File: config.mk
export PLATFORM = sky130hd
export DESIGN_NAME = dmae_engine
export DESIGN_NICKNAME = d
export VERILOG_FILES = /design/src/rtl/dmae_engine.v
export VERILOG_INCLUDE_DIRS = /design/src /design/src/rtl
export SDC_FILE = /design/constraint.sdc
export NUM_CORES = 2
export LEC_CHECK = 0
export BUFFER_PORTS_ARGS = -buffer_cell sky130_fd_sc_hd__buf_2
export CAP_MARGIN = 20
export CORE_ASPECT_RATIO = 1.4
export CORE_MARGIN = 2
export CORE_UTILIZATION = 35
export DETAILED_ROUTE_END_ITERATION = 10
export GPL_ROUTABILITY_DRIVEN = 0
export SYNTH_ARGS = -nofsm -noshare
export SYNTH_HDL_FRONTEND = slang
export SYNTH_SLANG_ARGS = --single-unit
File: constraint.sdc
create_clock -name pclk -period 12.9 [get_ports pclk]
set_input_delay 3.225 -clock pclk [delete_from_list [all_inputs] [get_ports pclk]]
set_output_delay 3.225 -clock pclk [all_outputs]
set_load 0.005 [all_outputs]
File: src/rtl/dmae_defs.vh
`ifndef DMAE_DEFS_VH
`define DMAE_DEFS_VH

// register byte addresses
`define DMAE_A_CFG    8'h00
`define DMAE_A_OPND   8'h04
`define DMAE_A_CMD    8'h08
`define DMAE_A_STAT   8'h0C
`define DMAE_A_ACCALO 8'h10
`define DMAE_A_ACCAHI 8'h14
`define DMAE_A_ACCBLO 8'h18
`define DMAE_A_ACCBHI 8'h1C
`define DMAE_A_STORE  8'h20
`define DMAE_A_PROD   8'h24

// core_config_reg fields
`define DMAE_CFG_FRAC  0
`define DMAE_CFG_USGN  1
`define DMAE_CFG_RND   2
`define DMAE_CFG_W32   4
`define DMAE_CFG_STC   5
`define DMAE_CFG_CLB   6
`define DMAE_CFG_CLA   7
`define DMAE_CFG_RST   8'h01

// command fields
`define DMAE_CMD_OP    3:0
`define DMAE_CMD_ACC   4
`define DMAE_CMD_SH    10:5
`define DMAE_CMD_XU    11
`define DMAE_CMD_YU    12
`define DMAE_CMD_BYTE  13

// status fields
`define DMAE_ST_GA     0
`define DMAE_ST_GB     1
`define DMAE_ST_SA     2
`define DMAE_ST_SB     3
`define DMAE_ST_OAB    4
`define DMAE_ST_SAB    5

// operation codes
`define DMAE_OP_CLR    4'h0
`define DMAE_OP_ED     4'h1
`define DMAE_OP_ACCUM_SQUARE_DIFF   4'h2
`define DMAE_OP_MACC   4'h3
`define DMAE_OP_PREF   4'h4
`define DMAE_OP_MLD    4'h5
`define DMAE_OP_MNLD   4'h6
`define DMAE_OP_MSUB   4'h7
`define DMAE_OP_ADDA   4'h8
`define DMAE_OP_SUBA   4'h9
`define DMAE_OP_NEGA   4'hA
`define DMAE_OP_LOAD   4'hB
`define DMAE_OP_ADDD   4'hC
`define DMAE_OP_MCU    4'hD

// clamp values and rounding half constant
`define DMAE_SAT40P    40'h7FFFFFFFFF
`define DMAE_SAT40N    40'h8000000000
`define DMAE_SAT32P    40'h007FFFFFFF
`define DMAE_SAT32N    40'h0080000000
`define DMAE_Q15P      16'h7FFF
`define DMAE_Q15N      16'h8000
`define DMAE_HALF      16'h8000

`endif

File: src/rtl/dmae_engine.v
`timescale 1ns/100ps
`include "dmae_defs.vh"

module dmae_engine
(
	input  wire        pclk,    // bus clock
	input  wire        presetn, // async reset, low
	input  wire        psel,    // slave select
	input  wire        penable, // access phase
	input  wire        pwrite,  // write transfer
	input  wire [7:0]  paddr,   // byte address
	input  wire [31:0] pwdata,  // write data
	output wire        pready,  // transfer done
	output reg  [31:0] prdata,  // read data
	output reg         pslverr  // unmapped address
);

	localparam ST_IDLE = 2'b01;
	localparam ST_ACC  = 2'b10;

	reg  [1:0]  st;
	reg  [7:0]  core_config_reg;
	reg  [15:0] opnd_x;
	reg  [15:0] opnd_y;
	reg  [39:0] accumulator_a;
	reg  [39:0] accumulator_b;
	reg         acc_a_guard_overflow;
	reg         acc_b_guard_overflow;
	reg         acc_a_clamp_sticky;
	reg         acc_b_clamp_sticky;
	reg  [31:0] product;

	wire        setup;
	wire        wr;
	wire        frac;
	wire        mult_sign_sel;
	wire        round_mode_sel;
	wire        clamp_width_select;
	wire        store_clamp_enable;
	wire        acc_a_clamp_enable;
	wire        acc_b_clamp_enable;

	assign pready             = st[1];
	assign setup              = psel & ~penable;
	assign wr                 = psel & penable & pready & pwrite;
	assign frac               = core_config_reg[`DMAE_CFG_FRAC];
	assign mult_sign_sel      = core_config_reg[`DMAE_CFG_USGN];
	assign round_mode_sel     = core_config_reg[`DMAE_CFG_RND];
	assign clamp_width_select = core_config_reg[`DMAE_CFG_W32];
	assign store_clamp_enable = core_config_reg[`DMAE_CFG_STC];
	assign acc_b_clamp_enable = core_config_reg[`DMAE_CFG_CLB];
	assign acc_a_clamp_enable = core_config_reg[`DMAE_CFG_CLA];

	// 17x17 multiply plus scaler, 40-bit result
	function [39:0] mult;
		input [15:0] a;
		input [15:0] b;
		input        au;
		input        bu;
		input        fr;
		reg   [16:0] ea;
		reg   [16:0] eb;
		reg signed [33:0] p;
		reg   [33:0] s;
		begin
			ea = {(au ? 1'b0 : a[15]), a};
			eb = {(bu ? 1'b0 : b[15]), b};
			p = $signed(ea) * $signed(eb);
			s = fr ? {p[32:0], 1'b0} : p;
			mult = {{7{s[32]}}, s[32:0]};
		end
	endfunction

	// round high word and optionally clamp to 1.15
	function [15:0] rnd_store;
		input [39:0] acc;
		input        conv;
		input        clamp;
		reg          inc;
		reg   [23:0] h;
		begin
			inc = acc[15] & (~conv | (acc[15:0] != `DMAE_HALF)
				| acc[16]);
			h = acc[39:16] + {23'h000000, inc};
			if (clamp && (h[23:15] != {9{h[23]}}))
				rnd_store = h[23] ? `DMAE_Q15N : `DMAE_Q15P;
			else
				rnd_store = h[15:0];
		end
	endfunction

	// address is a mapped register
	function hit;
		input [7:0] a;
		begin
			case (a)
				`DMAE_A_CFG, `DMAE_A_OPND, `DMAE_A_CMD,
				`DMAE_A_STAT, `DMAE_A_ACCALO,
				`DMAE_A_ACCAHI, `DMAE_A_ACCBLO,
				`DMAE_A_ACCBHI, `DMAE_A_STORE,
				`DMAE_A_PROD:
					hit = 1'b1;
				default:
					hit = 1'b0;
			endcase
		end
	endfunction

	// command decode
	wire [3:0]  op;
	wire        tsel;
	wire [5:0]  sh;
	wire [5:0]  nsh;
	wire [39:0] src;
	wire [39:0] oth;
	wire [15:0] diff;
	wire [39:0] prod;
	wire [39:0] sq;
	wire [39:0] dat;
	reg  [39:0] shd;

	assign op   = pwdata[`DMAE_CMD_OP];
	assign tsel = pwdata[`DMAE_CMD_ACC];
	assign sh   = pwdata[`DMAE_CMD_SH];
	assign nsh  = 6'h00 - sh;
	assign src  = tsel ? accumulator_b : accumulator_a;
	assign oth  = tsel ? accumulator_a : accumulator_b;
	assign diff = opnd_x - opnd_y;
	assign prod = mult(opnd_x, opnd_y, mult_sign_sel,
		mult_sign_sel, frac);
	assign sq   = mult(diff, diff, mult_sign_sel,
		mult_sign_sel, frac);
	assign dat  = {{8{opnd_x[15]}}, opnd_x, 16'h0000};

	// barrel shift: positive right, negative left
	always @*
	begin
		if (sh[5])
			shd = dat << nsh;
		else
			shd = $signed(dat) >>> sh;
	end

	reg  [39:0] base;
	reg  [39:0] addend;
	reg         sub;
	reg         pass;

	always @*
	begin
		base   = 40'h0000000000;
		addend = 40'h0000000000;
		sub    = 1'b0;
		pass   = 1'b1;
		case (op)
			`DMAE_OP_CLR:  ;
			`DMAE_OP_ED:   addend = sq;
			`DMAE_OP_ACCUM_SQUARE_DIFF:
			begin
				base   = src;
				addend = sq;
			end
			`DMAE_OP_MACC:
			begin
				base   = src;
				addend = prod;
			end
			`DMAE_OP_MLD:  addend = prod;
			`DMAE_OP_MNLD:
			begin
				addend = prod;
				sub    = 1'b1;
			end
			`DMAE_OP_MSUB:
			begin
				base   = src;
				addend = prod;
				sub    = 1'b1;
			end
			`DMAE_OP_ADDA:
			begin
				base   = src;
				addend = oth;
			end
			`DMAE_OP_SUBA:
			begin
				base   = src;
				addend = oth;
				sub    = 1'b1;
			end
			`DMAE_OP_NEGA:
			begin
				addend = src;
				sub    = 1'b1;
			end
			`DMAE_OP_LOAD: addend = shd;
			`DMAE_OP_ADDD:
			begin
				base   = src;
				addend = shd;
			end
			default:       pass = 1'b0;
		endcase
	end

	// 41-bit adder keeps the true sign
	wire [40:0] a41;
	wire [40:0] b41;
	wire [40:0] sum;
	wire [39:0] r;
	wire        o39;
	wire        o31;
	wire        g;
	wire        en;

	assign a41 = {base[39], base};
	assign b41 = {addend[39], addend};
	assign sum = sub ? a41 - b41 : a41 + b41;
	assign r   = sum[39:0];
	assign o39 = sum[40] ^ sum[39];
	assign g   = ~((&r[39:32]) | ~(|r[39:32]));
	assign o31 = o39 | ~((&r[39:31]) | ~(|r[39:31]));
	assign en  = tsel ? acc_b_clamp_enable
		: acc_a_clamp_enable;

	reg  [39:0] res;
	reg         sset;
	reg         gflag;

	always @*
	begin
		res   = r;
		sset  = o39;
		gflag = g;
		if (en && clamp_width_select)
		begin
			sset  = o31;
			gflag = 1'b0;
			if (o31)
				res = sum[40] ? `DMAE_SAT32N
					: `DMAE_SAT32P;
		end
		else if (en && o39)
			res = sum[40] ? `DMAE_SAT40N
				: `DMAE_SAT40P;
	end

	// integer multiply for the general instruction set
	wire        xu;
	wire        yu;
	wire [15:0] bx;
	wire [15:0] by;
	wire [39:0] mw;
	wire [39:0] mb;

	assign xu = pwdata[`DMAE_CMD_XU];
	assign yu = pwdata[`DMAE_CMD_YU];
	assign bx = {(xu ? 8'h00 : {8{opnd_x[7]}}), opnd_x[7:0]};
	assign by = {(yu ? 8'h00 : {8{opnd_y[7]}}), opnd_y[7:0]};
	assign mw = mult(opnd_x, opnd_y, xu, yu, 1'b0);
	assign mb = mult(bx, by, xu, yu, 1'b0);

	wire        cmd_wr;
	wire        stat_wr;
	wire [31:0] store_word;

	assign cmd_wr     = wr && (paddr == `DMAE_A_CMD);
	assign stat_wr    = wr && (paddr == `DMAE_A_STAT);
	assign store_word = {
		rnd_store(accumulator_b, round_mode_sel,
			store_clamp_enable),
		rnd_store(accumulator_a, round_mode_sel,
			store_clamp_enable)};

	// bus state and read data
	reg  [31:0] rdata;

	always @*
	begin
		case (paddr)
			`DMAE_A_CFG:    rdata = {24'h000000, core_config_reg};
			`DMAE_A_OPND:   rdata = {opnd_y, opnd_x};
			`DMAE_A_STAT:   rdata = {26'h0000000,
				acc_a_clamp_sticky | acc_b_clamp_sticky,
				acc_a_guard_overflow | acc_b_guard_overflow,
				acc_b_clamp_sticky, acc_a_clamp_sticky,
				acc_b_guard_overflow, acc_a_guard_overflow};
			`DMAE_A_ACCALO: rdata = accumulator_a[31:0];
			`DMAE_A_ACCAHI: rdata = {24'h000000,
				accumulator_a[39:32]};
			`DMAE_A_ACCBLO: rdata = accumulator_b[31:0];
			`DMAE_A_ACCBHI: rdata = {24'h000000,
				accumulator_b[39:32]};
			`DMAE_A_STORE:  rdata = store_word;
			`DMAE_A_PROD:   rdata = product;
			default:        rdata = 32'h00000000;
		endcase
	end

	always @(posedge pclk or negedge presetn)
	begin
		if (!presetn)
		begin
			st      <= ST_IDLE;
			prdata  <= 32'h00000000;
			pslverr <= 1'b0;
		end
		else
		begin
			case (st)
				ST_IDLE: if (setup) st <= ST_ACC;
				ST_ACC:  st <= setup ? ST_ACC : ST_IDLE;
				default: st <= ST_IDLE;
			endcase
			if (setup)
			begin
				prdata  <= rdata;
				pslverr <= ~hit(paddr);
			end
		end
	end

	// register file and accumulators
	always @(posedge pclk or negedge presetn)
	begin
		if (!presetn)
		begin
			core_config_reg      <= `DMAE_CFG_RST;
			opnd_x               <= 16'h0000;
			opnd_y               <= 16'h0000;
			accumulator_a        <= 40'h0000000000;
			accumulator_b        <= 40'h0000000000;
			acc_a_guard_overflow <= 1'b0;
			acc_b_guard_overflow <= 1'b0;
			acc_a_clamp_sticky   <= 1'b0;
			acc_b_clamp_sticky   <= 1'b0;
			product              <= 32'h00000000;
		end
		else
		begin
			if (wr)
			begin
				case (paddr)
					`DMAE_A_CFG:
						core_config_reg <= pwdata[7:0];
					`DMAE_A_OPND:
					begin
						opnd_x <= pwdata[15:0];
						opnd_y <= pwdata[31:16];
					end
					`DMAE_A_ACCALO:
						accumulator_a[31:0] <= pwdata;
					`DMAE_A_ACCAHI:
						accumulator_a[39:32] <= pwdata[7:0];
					`DMAE_A_ACCBLO:
						accumulator_b[31:0] <= pwdata;
					`DMAE_A_ACCBHI:
						accumulator_b[39:32] <= pwdata[7:0];
					default: ;
				endcase
			end
			if (cmd_wr && pass && !tsel)
			begin
				accumulator_a        <= res;
				acc_a_guard_overflow <= gflag;
			end
			if (cmd_wr && pass && tsel)
			begin
				accumulator_b        <= res;
				acc_b_guard_overflow <= gflag;
			end
			// set wins over a same-cycle clear
			acc_a_clamp_sticky <= (acc_a_clamp_sticky
				& ~(stat_wr & pwdata[`DMAE_ST_SA]))
				| (cmd_wr & pass & ~tsel & sset);
			acc_b_clamp_sticky <= (acc_b_clamp_sticky
				& ~(stat_wr & pwdata[`DMAE_ST_SB]))
				| (cmd_wr & pass & tsel & sset);
			if (cmd_wr && op == `DMAE_OP_MCU)
				product <= pwdata[`DMAE_CMD_BYTE]
					? {16'h0000, mb[15:0]}
					: mw[31:0];
		end
	end

endmodule // dmae_engine

Word level (Yosys, flattened, before mapping)
Index checks and enable logic that the tools add are counted.
{"block": "op_classes", "addsub": 6, "n_mul": 4, "div": 0, "n_lt_le_gt_ge": 0, "eq_ne": 28, "shift": 2, "mux": 46, "bitwise_logic": 37, "reduce_logical": 37}
{"operator": "2-to-1 mux 40 bit", "n": 12}
{"operator": "one-hot mux 32 bit (9 select lines)", "n": 1}
{"operator": "one-hot mux 40 bit (5 select lines)", "n": 1}
{"operator": "2-to-1 mux 32 bit", "n": 4}
{"operator": "multiplier 17 x 17 -> 33 bit", "n": 2}
{"operator": "2-to-1 mux 33 bit", "n": 2}
{"operator": "2-to-1 mux 16 bit", "n": 4}
{"operator": "adder 24 x 1 -> 24 bit", "n": 2}
{"operator": "adder 40 x 40 -> 41 bit", "n": 1}
{"operator": "2-to-1 mux 41 bit", "n": 1}
{"operator": "subtractor 40 x 40 -> 41 bit", "n": 1}
{"operator": "<< shifter 40 x 6 -> 40 bit", "n": 1}
{"operator": ">>> shifter 32 x 6 -> 40 bit", "n": 1}
{"operator": "equality test 8 x 5 -> 1 bit (second input constant)", "n": 4}
{"operator": "multiplier 17 x 17 -> 32 bit", "n": 1}
{"operator": "2-to-1 mux 8 bit", "n": 4}
{"operator": "inequality test 16 bit (second input constant)", "n": 2}
{"operator": "equality test 4 bit (second input constant)", "n": 6}
{"operator": "multiplier 17 x 17 -> 16 bit", "n": 1}
{"operator": "equality test 8 x 4 -> 1 bit (second input constant)", "n": 2}
{"operator": "equality test 8 x 6 -> 1 bit (second input constant)", "n": 2}
{"operator": "inequality test 8 bit", "n": 2}
{"operator": "subtractor 16 bit", "n": 1}
{"operator": "AND 1 bit", "n": 15}
{"operator": "29 further kinds", "n": 87}
{"block": "word_totals", "regBits": 191, "latchBits": 0, "ramBits": 0, "romBits": 0, "in_bits": 45, "output_inout_bits": 34, "elab_cells": 175, "memories": 0}

Depth between registers and ports, before layout
{"block": "logic_depth", "depth_word": 15, "depth_mapped": 68, "mapped_depth_nobuf": 62}

Least setup slack after synthesis
Ideal clock, no wire load.
{"block": "synth_path", "path_type": "reg-to-reg", "from": "reg opnd_x[0]", "to": "reg accumulator_a[27]", "setup_time_ns": 0.145, "arrival_ns": 13.810, "required_ns": 12.755, "setup_slack_ns": -1.054, "path_stages_with_launch": 64, "path_buffers": 4, "synth_period_minus_slack_ns": 13.954, "path_cell_list": "dfrtp_1 -> clkinv_1 -> buf_1 -> ha_1 -> inv_1 -> fa_1 -> nand2_1 -> nand2_1 -> a21oi_1 -> o21bai_1 -> a21oi_1 -> o21bai_1 -> a21oi_1 -> o21bai_1 -> a21oi_1 -> o21bai_1 -> a21oi_1 -> o21bai_1 -> [28 not listed] -> xnor2_1 -> ha_1 -> a21oi_1 -> nand2_1 -> a211o_1 -> nor4_1 -> a21oi_1 -> a221o_1 -> a21oi_1 -> xor2_1 -> or4_4 -> and4b_1 -> o21ai_1 -> o211ai_2 -> buf_6 -> buf_6 -> nand2_1 -> a32oi_1"}
{"block": "synth_via", "elab_chain_cells": 15, "word_cells_on_any_way": 27, "classes_between": "add/sub: 3; mul: 2; shift: 2; mux: 12; bitwise: 5; reduce/logical: 3"}
{"element": "start, declared", "line": "dmae_engine.v:23", "text": "reg [15:0] opnd_x;"}
{"element": "start signal, assigned", "line": "dmae_engine.v:348", "text": "opnd_x <= pwdata[15:0];"}
{"element": "subtractor 16 bit", "line": "dmae_engine.v:128", "text": "assign diff = opnd_x - opnd_y;"}
{"element": "2-to-1 mux 1 bit", "line": "dmae_engine.v:66, dmae_engine.v:67"}
{"element": "multiplier 17 x 17 -> 33 bit", "line": "dmae_engine.v:68", "text": "p = $signed(ea) * $signed(eb);"}
{"element": "2-to-1 mux 33 bit", "line": "dmae_engine.v:69", "text": "s = fr ? {p[32:0], 1'b0} : p;"}
{"element": "one-hot mux 40 bit (5 select lines) (*)", "line": "dmae_engine.v:155", "text": "case (op)"}
{"element": "adder 40 x 40 -> 41 bit or subtractor 40 x 40 -> 41 bit (tied branches)", "line": "dmae_engine.v:218", "text": "assign sum = sub ? a41 - b41 : a41 + b41;"}
{"element": "2-to-1 mux 41 bit (*)", "line": "dmae_engine.v:218"}
{"element": "OR reduction 9 bit", "line": "dmae_engine.v:222", "text": "assign o31 = o39 | ~((&r[39:31]) | ~(|r[39:31]));"}
{"element": "inverter 1 bit", "line": "dmae_engine.v:222"}
{"element": "OR 1 bit", "line": "dmae_engine.v:222"}
{"element": "inverter 1 bit", "line": "dmae_engine.v:222"}
{"element": "OR 1 bit", "line": "dmae_engine.v:222"}
{"element": "2-to-1 mux 40 bit", "line": "dmae_engine.v:239", "text": "if (o31)"}
{"element": "2-to-1 mux 40 bit (*)", "line": "dmae_engine.v:235", "text": "if (en && clamp_width_select)"}
{"element": "2-to-1 mux 40 bit (*)", "line": "dmae_engine.v:362", "text": "if (cmd_wr && pass && !tsel)"}
{"element": "end signal, assigned", "line": "dmae_engine.v:352", "text": "accumulator_a[31:0] <= pwdata;"}
{"element": "end signal, assigned", "line": "dmae_engine.v:364", "text": "accumulator_a <= res;"}
{"element": "end, declared", "line": "dmae_engine.v:25", "text": "reg [39:0] accumulator_a;"}
Every way passes the cells marked *; elsewhere a longest branch is shown, timed or not.
A chain may end at the register's enable or synchronous reset.

Worst setup path in the final report
{"block": "layout_path", "from": "reg opnd_x[0]", "to": "reg accumulator_a[16]"}
The elaborated chain is that of the path after synthesis.

==> results.cfg <==
[grt]
antenna_found_initial = 15
grt.busiest_layer = met2
grt_pass1_vias = 46270
overflow = 0
grt_util_met1_pct = 31.77
grt_use_met2_pct = 45.80
grt_first_pass_wirelength_mm = 294.4
use_met3_pct = 7.985
grt_max_degree = 77
grt_util_all_layers_pct = 28.49

[yosys]
async_flop_share_pct = 100.0
syn_area_per_cell_sq_um = 8.574
synthCells = 5572
synth_seq_cells = 191
ys_seq_area_share_pct = 10.01
syn_area_sq_um = 47770
synth_edf_count = 0
yosys_warnings = 0
synth_flop_cell = dfrtp_1
syn-num-nets = 6714
synth.distinct_cells = 92

[cts]
clockBufferDepth = 2
clock_latency_ps = 490
cts_inserted_buffers = 17
path_clk_slew_ps = 90
cts_tree = built
cts_root_buffer = clkbuf_16
cts.sinks = 191
htreeDepth = 4

[critical_path]
path_class = reg -> reg
rr_worst_depth = 62
path_max_fanout = 12
critPathMaxStageDelay_ps = 530
cpMostUsedCell = a21oi_2
critPathSlowestCell = fa_1
critPathRequiredTime_ps = 13280
r2r-end = accumulator_a[16]
cp-start-kind = register
reg2reg_from = opnd_x[0]
rrSetupSlack_ps = -260
cp_data_arrival_time_ps = 13540
crit_path_end_kind = register

[sta]
grt_setup_unrepaired = true
relSlewSlack_pct = 18.35
layout_min_cycle_time_ps = 13160
worst_pin_slew_ps = 1225
setup_viol = 76
layout_setup_ws_ps = -261.4
clock_skew_ps = 21.05
slew_violations = 0
fin_crit_sh_pct = 102.0
hold_ws_ps = 484.0
fmax_mhz = 75.98
hold_viol = 0

[route]
wl_mm = 194.5
wl_per_cell_microns = 25.35
drt-initial-drc-count = 4327
viasPerCell = 5.730
ant_nets = 0
drt-pass1-iter-count = 7
vias = 43960
drc = 0

[hold_path]
hold_class = reg -> reg
worstHoldStart = prdata[0]
min_to = prdata[0]
holdPathStages = 2

[run_status]
status = finished, violations left
violations = setup timing

[layout]
nFillCells = 13730
final_nets = 7013
syn_to_final_growth_pct = 14.27
layout-drive-gt1-share_pct = 14.77
fin_util_pct = 40.22
final_common_cell = inv_1
multi_input_area_sq_um = 38840
seq_area_sq_um = 4783
top_regs = accumulator_a x40, accumulator_b x40
layout_common_cells = inv_1 (962), fa_1 (780), nand2_1 (564)
fin_area_sq_um = 54590

[placed_design]
io_buffer_count = 78
pre_cts_ws_ps = -554.7
hpwl_mm = 151.3
placed_area_sq_um = 52830

[floorplan]
start_util_pct = 35.20
die_area_sq_um = 139500
core_sq_um = 135700
io_pins = 79
die_h_microns = 441.1
num_rows = 160
die_w_microns = 316.2

[run]
max_cap_violations = 0

[power]
irDropWorstVdd_uv = 107.5
powerDensity_nw_per_um2 = 56.74
p_leak_nw = 26.03
==> cells in the mapped netlist, types with 32 or more instances <==
cell type,instances,area share (%)
and3_1,44,0.58
mux2_2,58,1.4
nand2b_1,44,0.58
inv_1,969,7.6
dfrtp_1,189,9.9
ha_1,314,8.2
a31oi_1,40,0.52
nand3_1,103,1.1
a21oi_1,202,2.1
o211ai_1,32,0.50
nand4_1,34,0.45
and2_1,142,1.9
mux2i_1,132,2.8
xor2_1,85,1.6
a32oi_1,60,1.1
nor2_1,372,2.9
fa_1,783,33
o21ai_0,195,2.0
nand2_1,582,4.6
a21o_1,66,1.0
clkbuf_1,267,2.1
a22oi_1,78,1.2
nor3_1,55,0.58
xnor2_1,174,3.2
==> logic make-up (layout without fill, tap and decap cells) <==
group | count (synthesis) | after routing | synth area share (%)
buffers and inverters | 1289 | 1600 | 10.22
flip-flops | 191 | 191 | 10.01
other | 0 | 6 | 0
XOR/XNOR | 259 | 259 | 4.748
multiplexers | 201 | 201 | 4.652
adder cells (fa/ha/maj) | 1098 | 1098 | 41.06
AND/OR/NAND/NOR | 1514 | 1514 | 14.63
AO/OA/AOI/OAI | 1020 | 1021 | 14.68
==> layout make-up <==
class	count	share of cell area (%)
multi-input cells	4093	71.16
flip-flops and latches	191	8.763
repair buffers	590	8.105
inverters	978	6.734
well taps	1782	4.085
clock buffers	18	0.8045
clock inverters	14	0.3209
diodes	6	0.02751
==> repair_timing <==
item | CTS | global route
cloned | 3 | 0
hold buffers | 0 | 0
pin swaps | 47 | 55
setup buffers | 34 | 15
gates resized for setup | 71 | 76
setup endpoints to repair | 82 | 84
==> stage by stage <==
step                      setup TNS [ps]  total power [mW]  cells
after CTS                         -454.2             2.976   7640
after detailed placement          -38880             2.314   7572
final                             -15730             3.097   7672
after global routing              -48270             3.246   7667
after global placement            -40400             2.309   7572
after floorplan                        0             1.587   5572
==> routing by layer <==
layer	share of wire, %	vias up	routed length, microns
met5	0.15	-	298
met4	11	20	20880
met3	9.9	941	19320
met2	45	2427	88280
met1	34	21720	65730
li1	-	18850	-
==> critical path, delay by kind of cell, from the launching register on <==
family                   cells  cell delay, ps
AND/OR/NAND/NOR             14            2920
adder cells (fa/ha/maj)     10            3970
XOR/XNOR                     4             610
AO/OA/AOI/OAI               23            3930
multiplexers                 1             330
flip-flops                   1             430
buffers and inverters       10             850
==> worst max-delay path by stage <==
stage,from,end,slack [ps]
detailed placement,opnd_x[0],accumulator_a[3],-550
CTS,opnd_x[0],accumulator_a[3],-40
global route,opnd_x[0],accumulator_a[36],-670
floorplan,opnd_x[0],accumulator_a[27],2
global placement,opnd_x[0],accumulator_a[36],-570
finish,opnd_x[0],accumulator_a[16],-260
==> report_power, final <==
part	total [mW]	switching [mW]	internal, mW	leakage, nW
Sequential	0.646	0.0291	0.616	2.59
Clock	0.585	0.302	0.283	0.294
Combinational	1.87	1.06	0.806	23.1
Total	3.10	1.39	1.71	26.0
No activity file was read; power rests on OpenSTA's default activity.
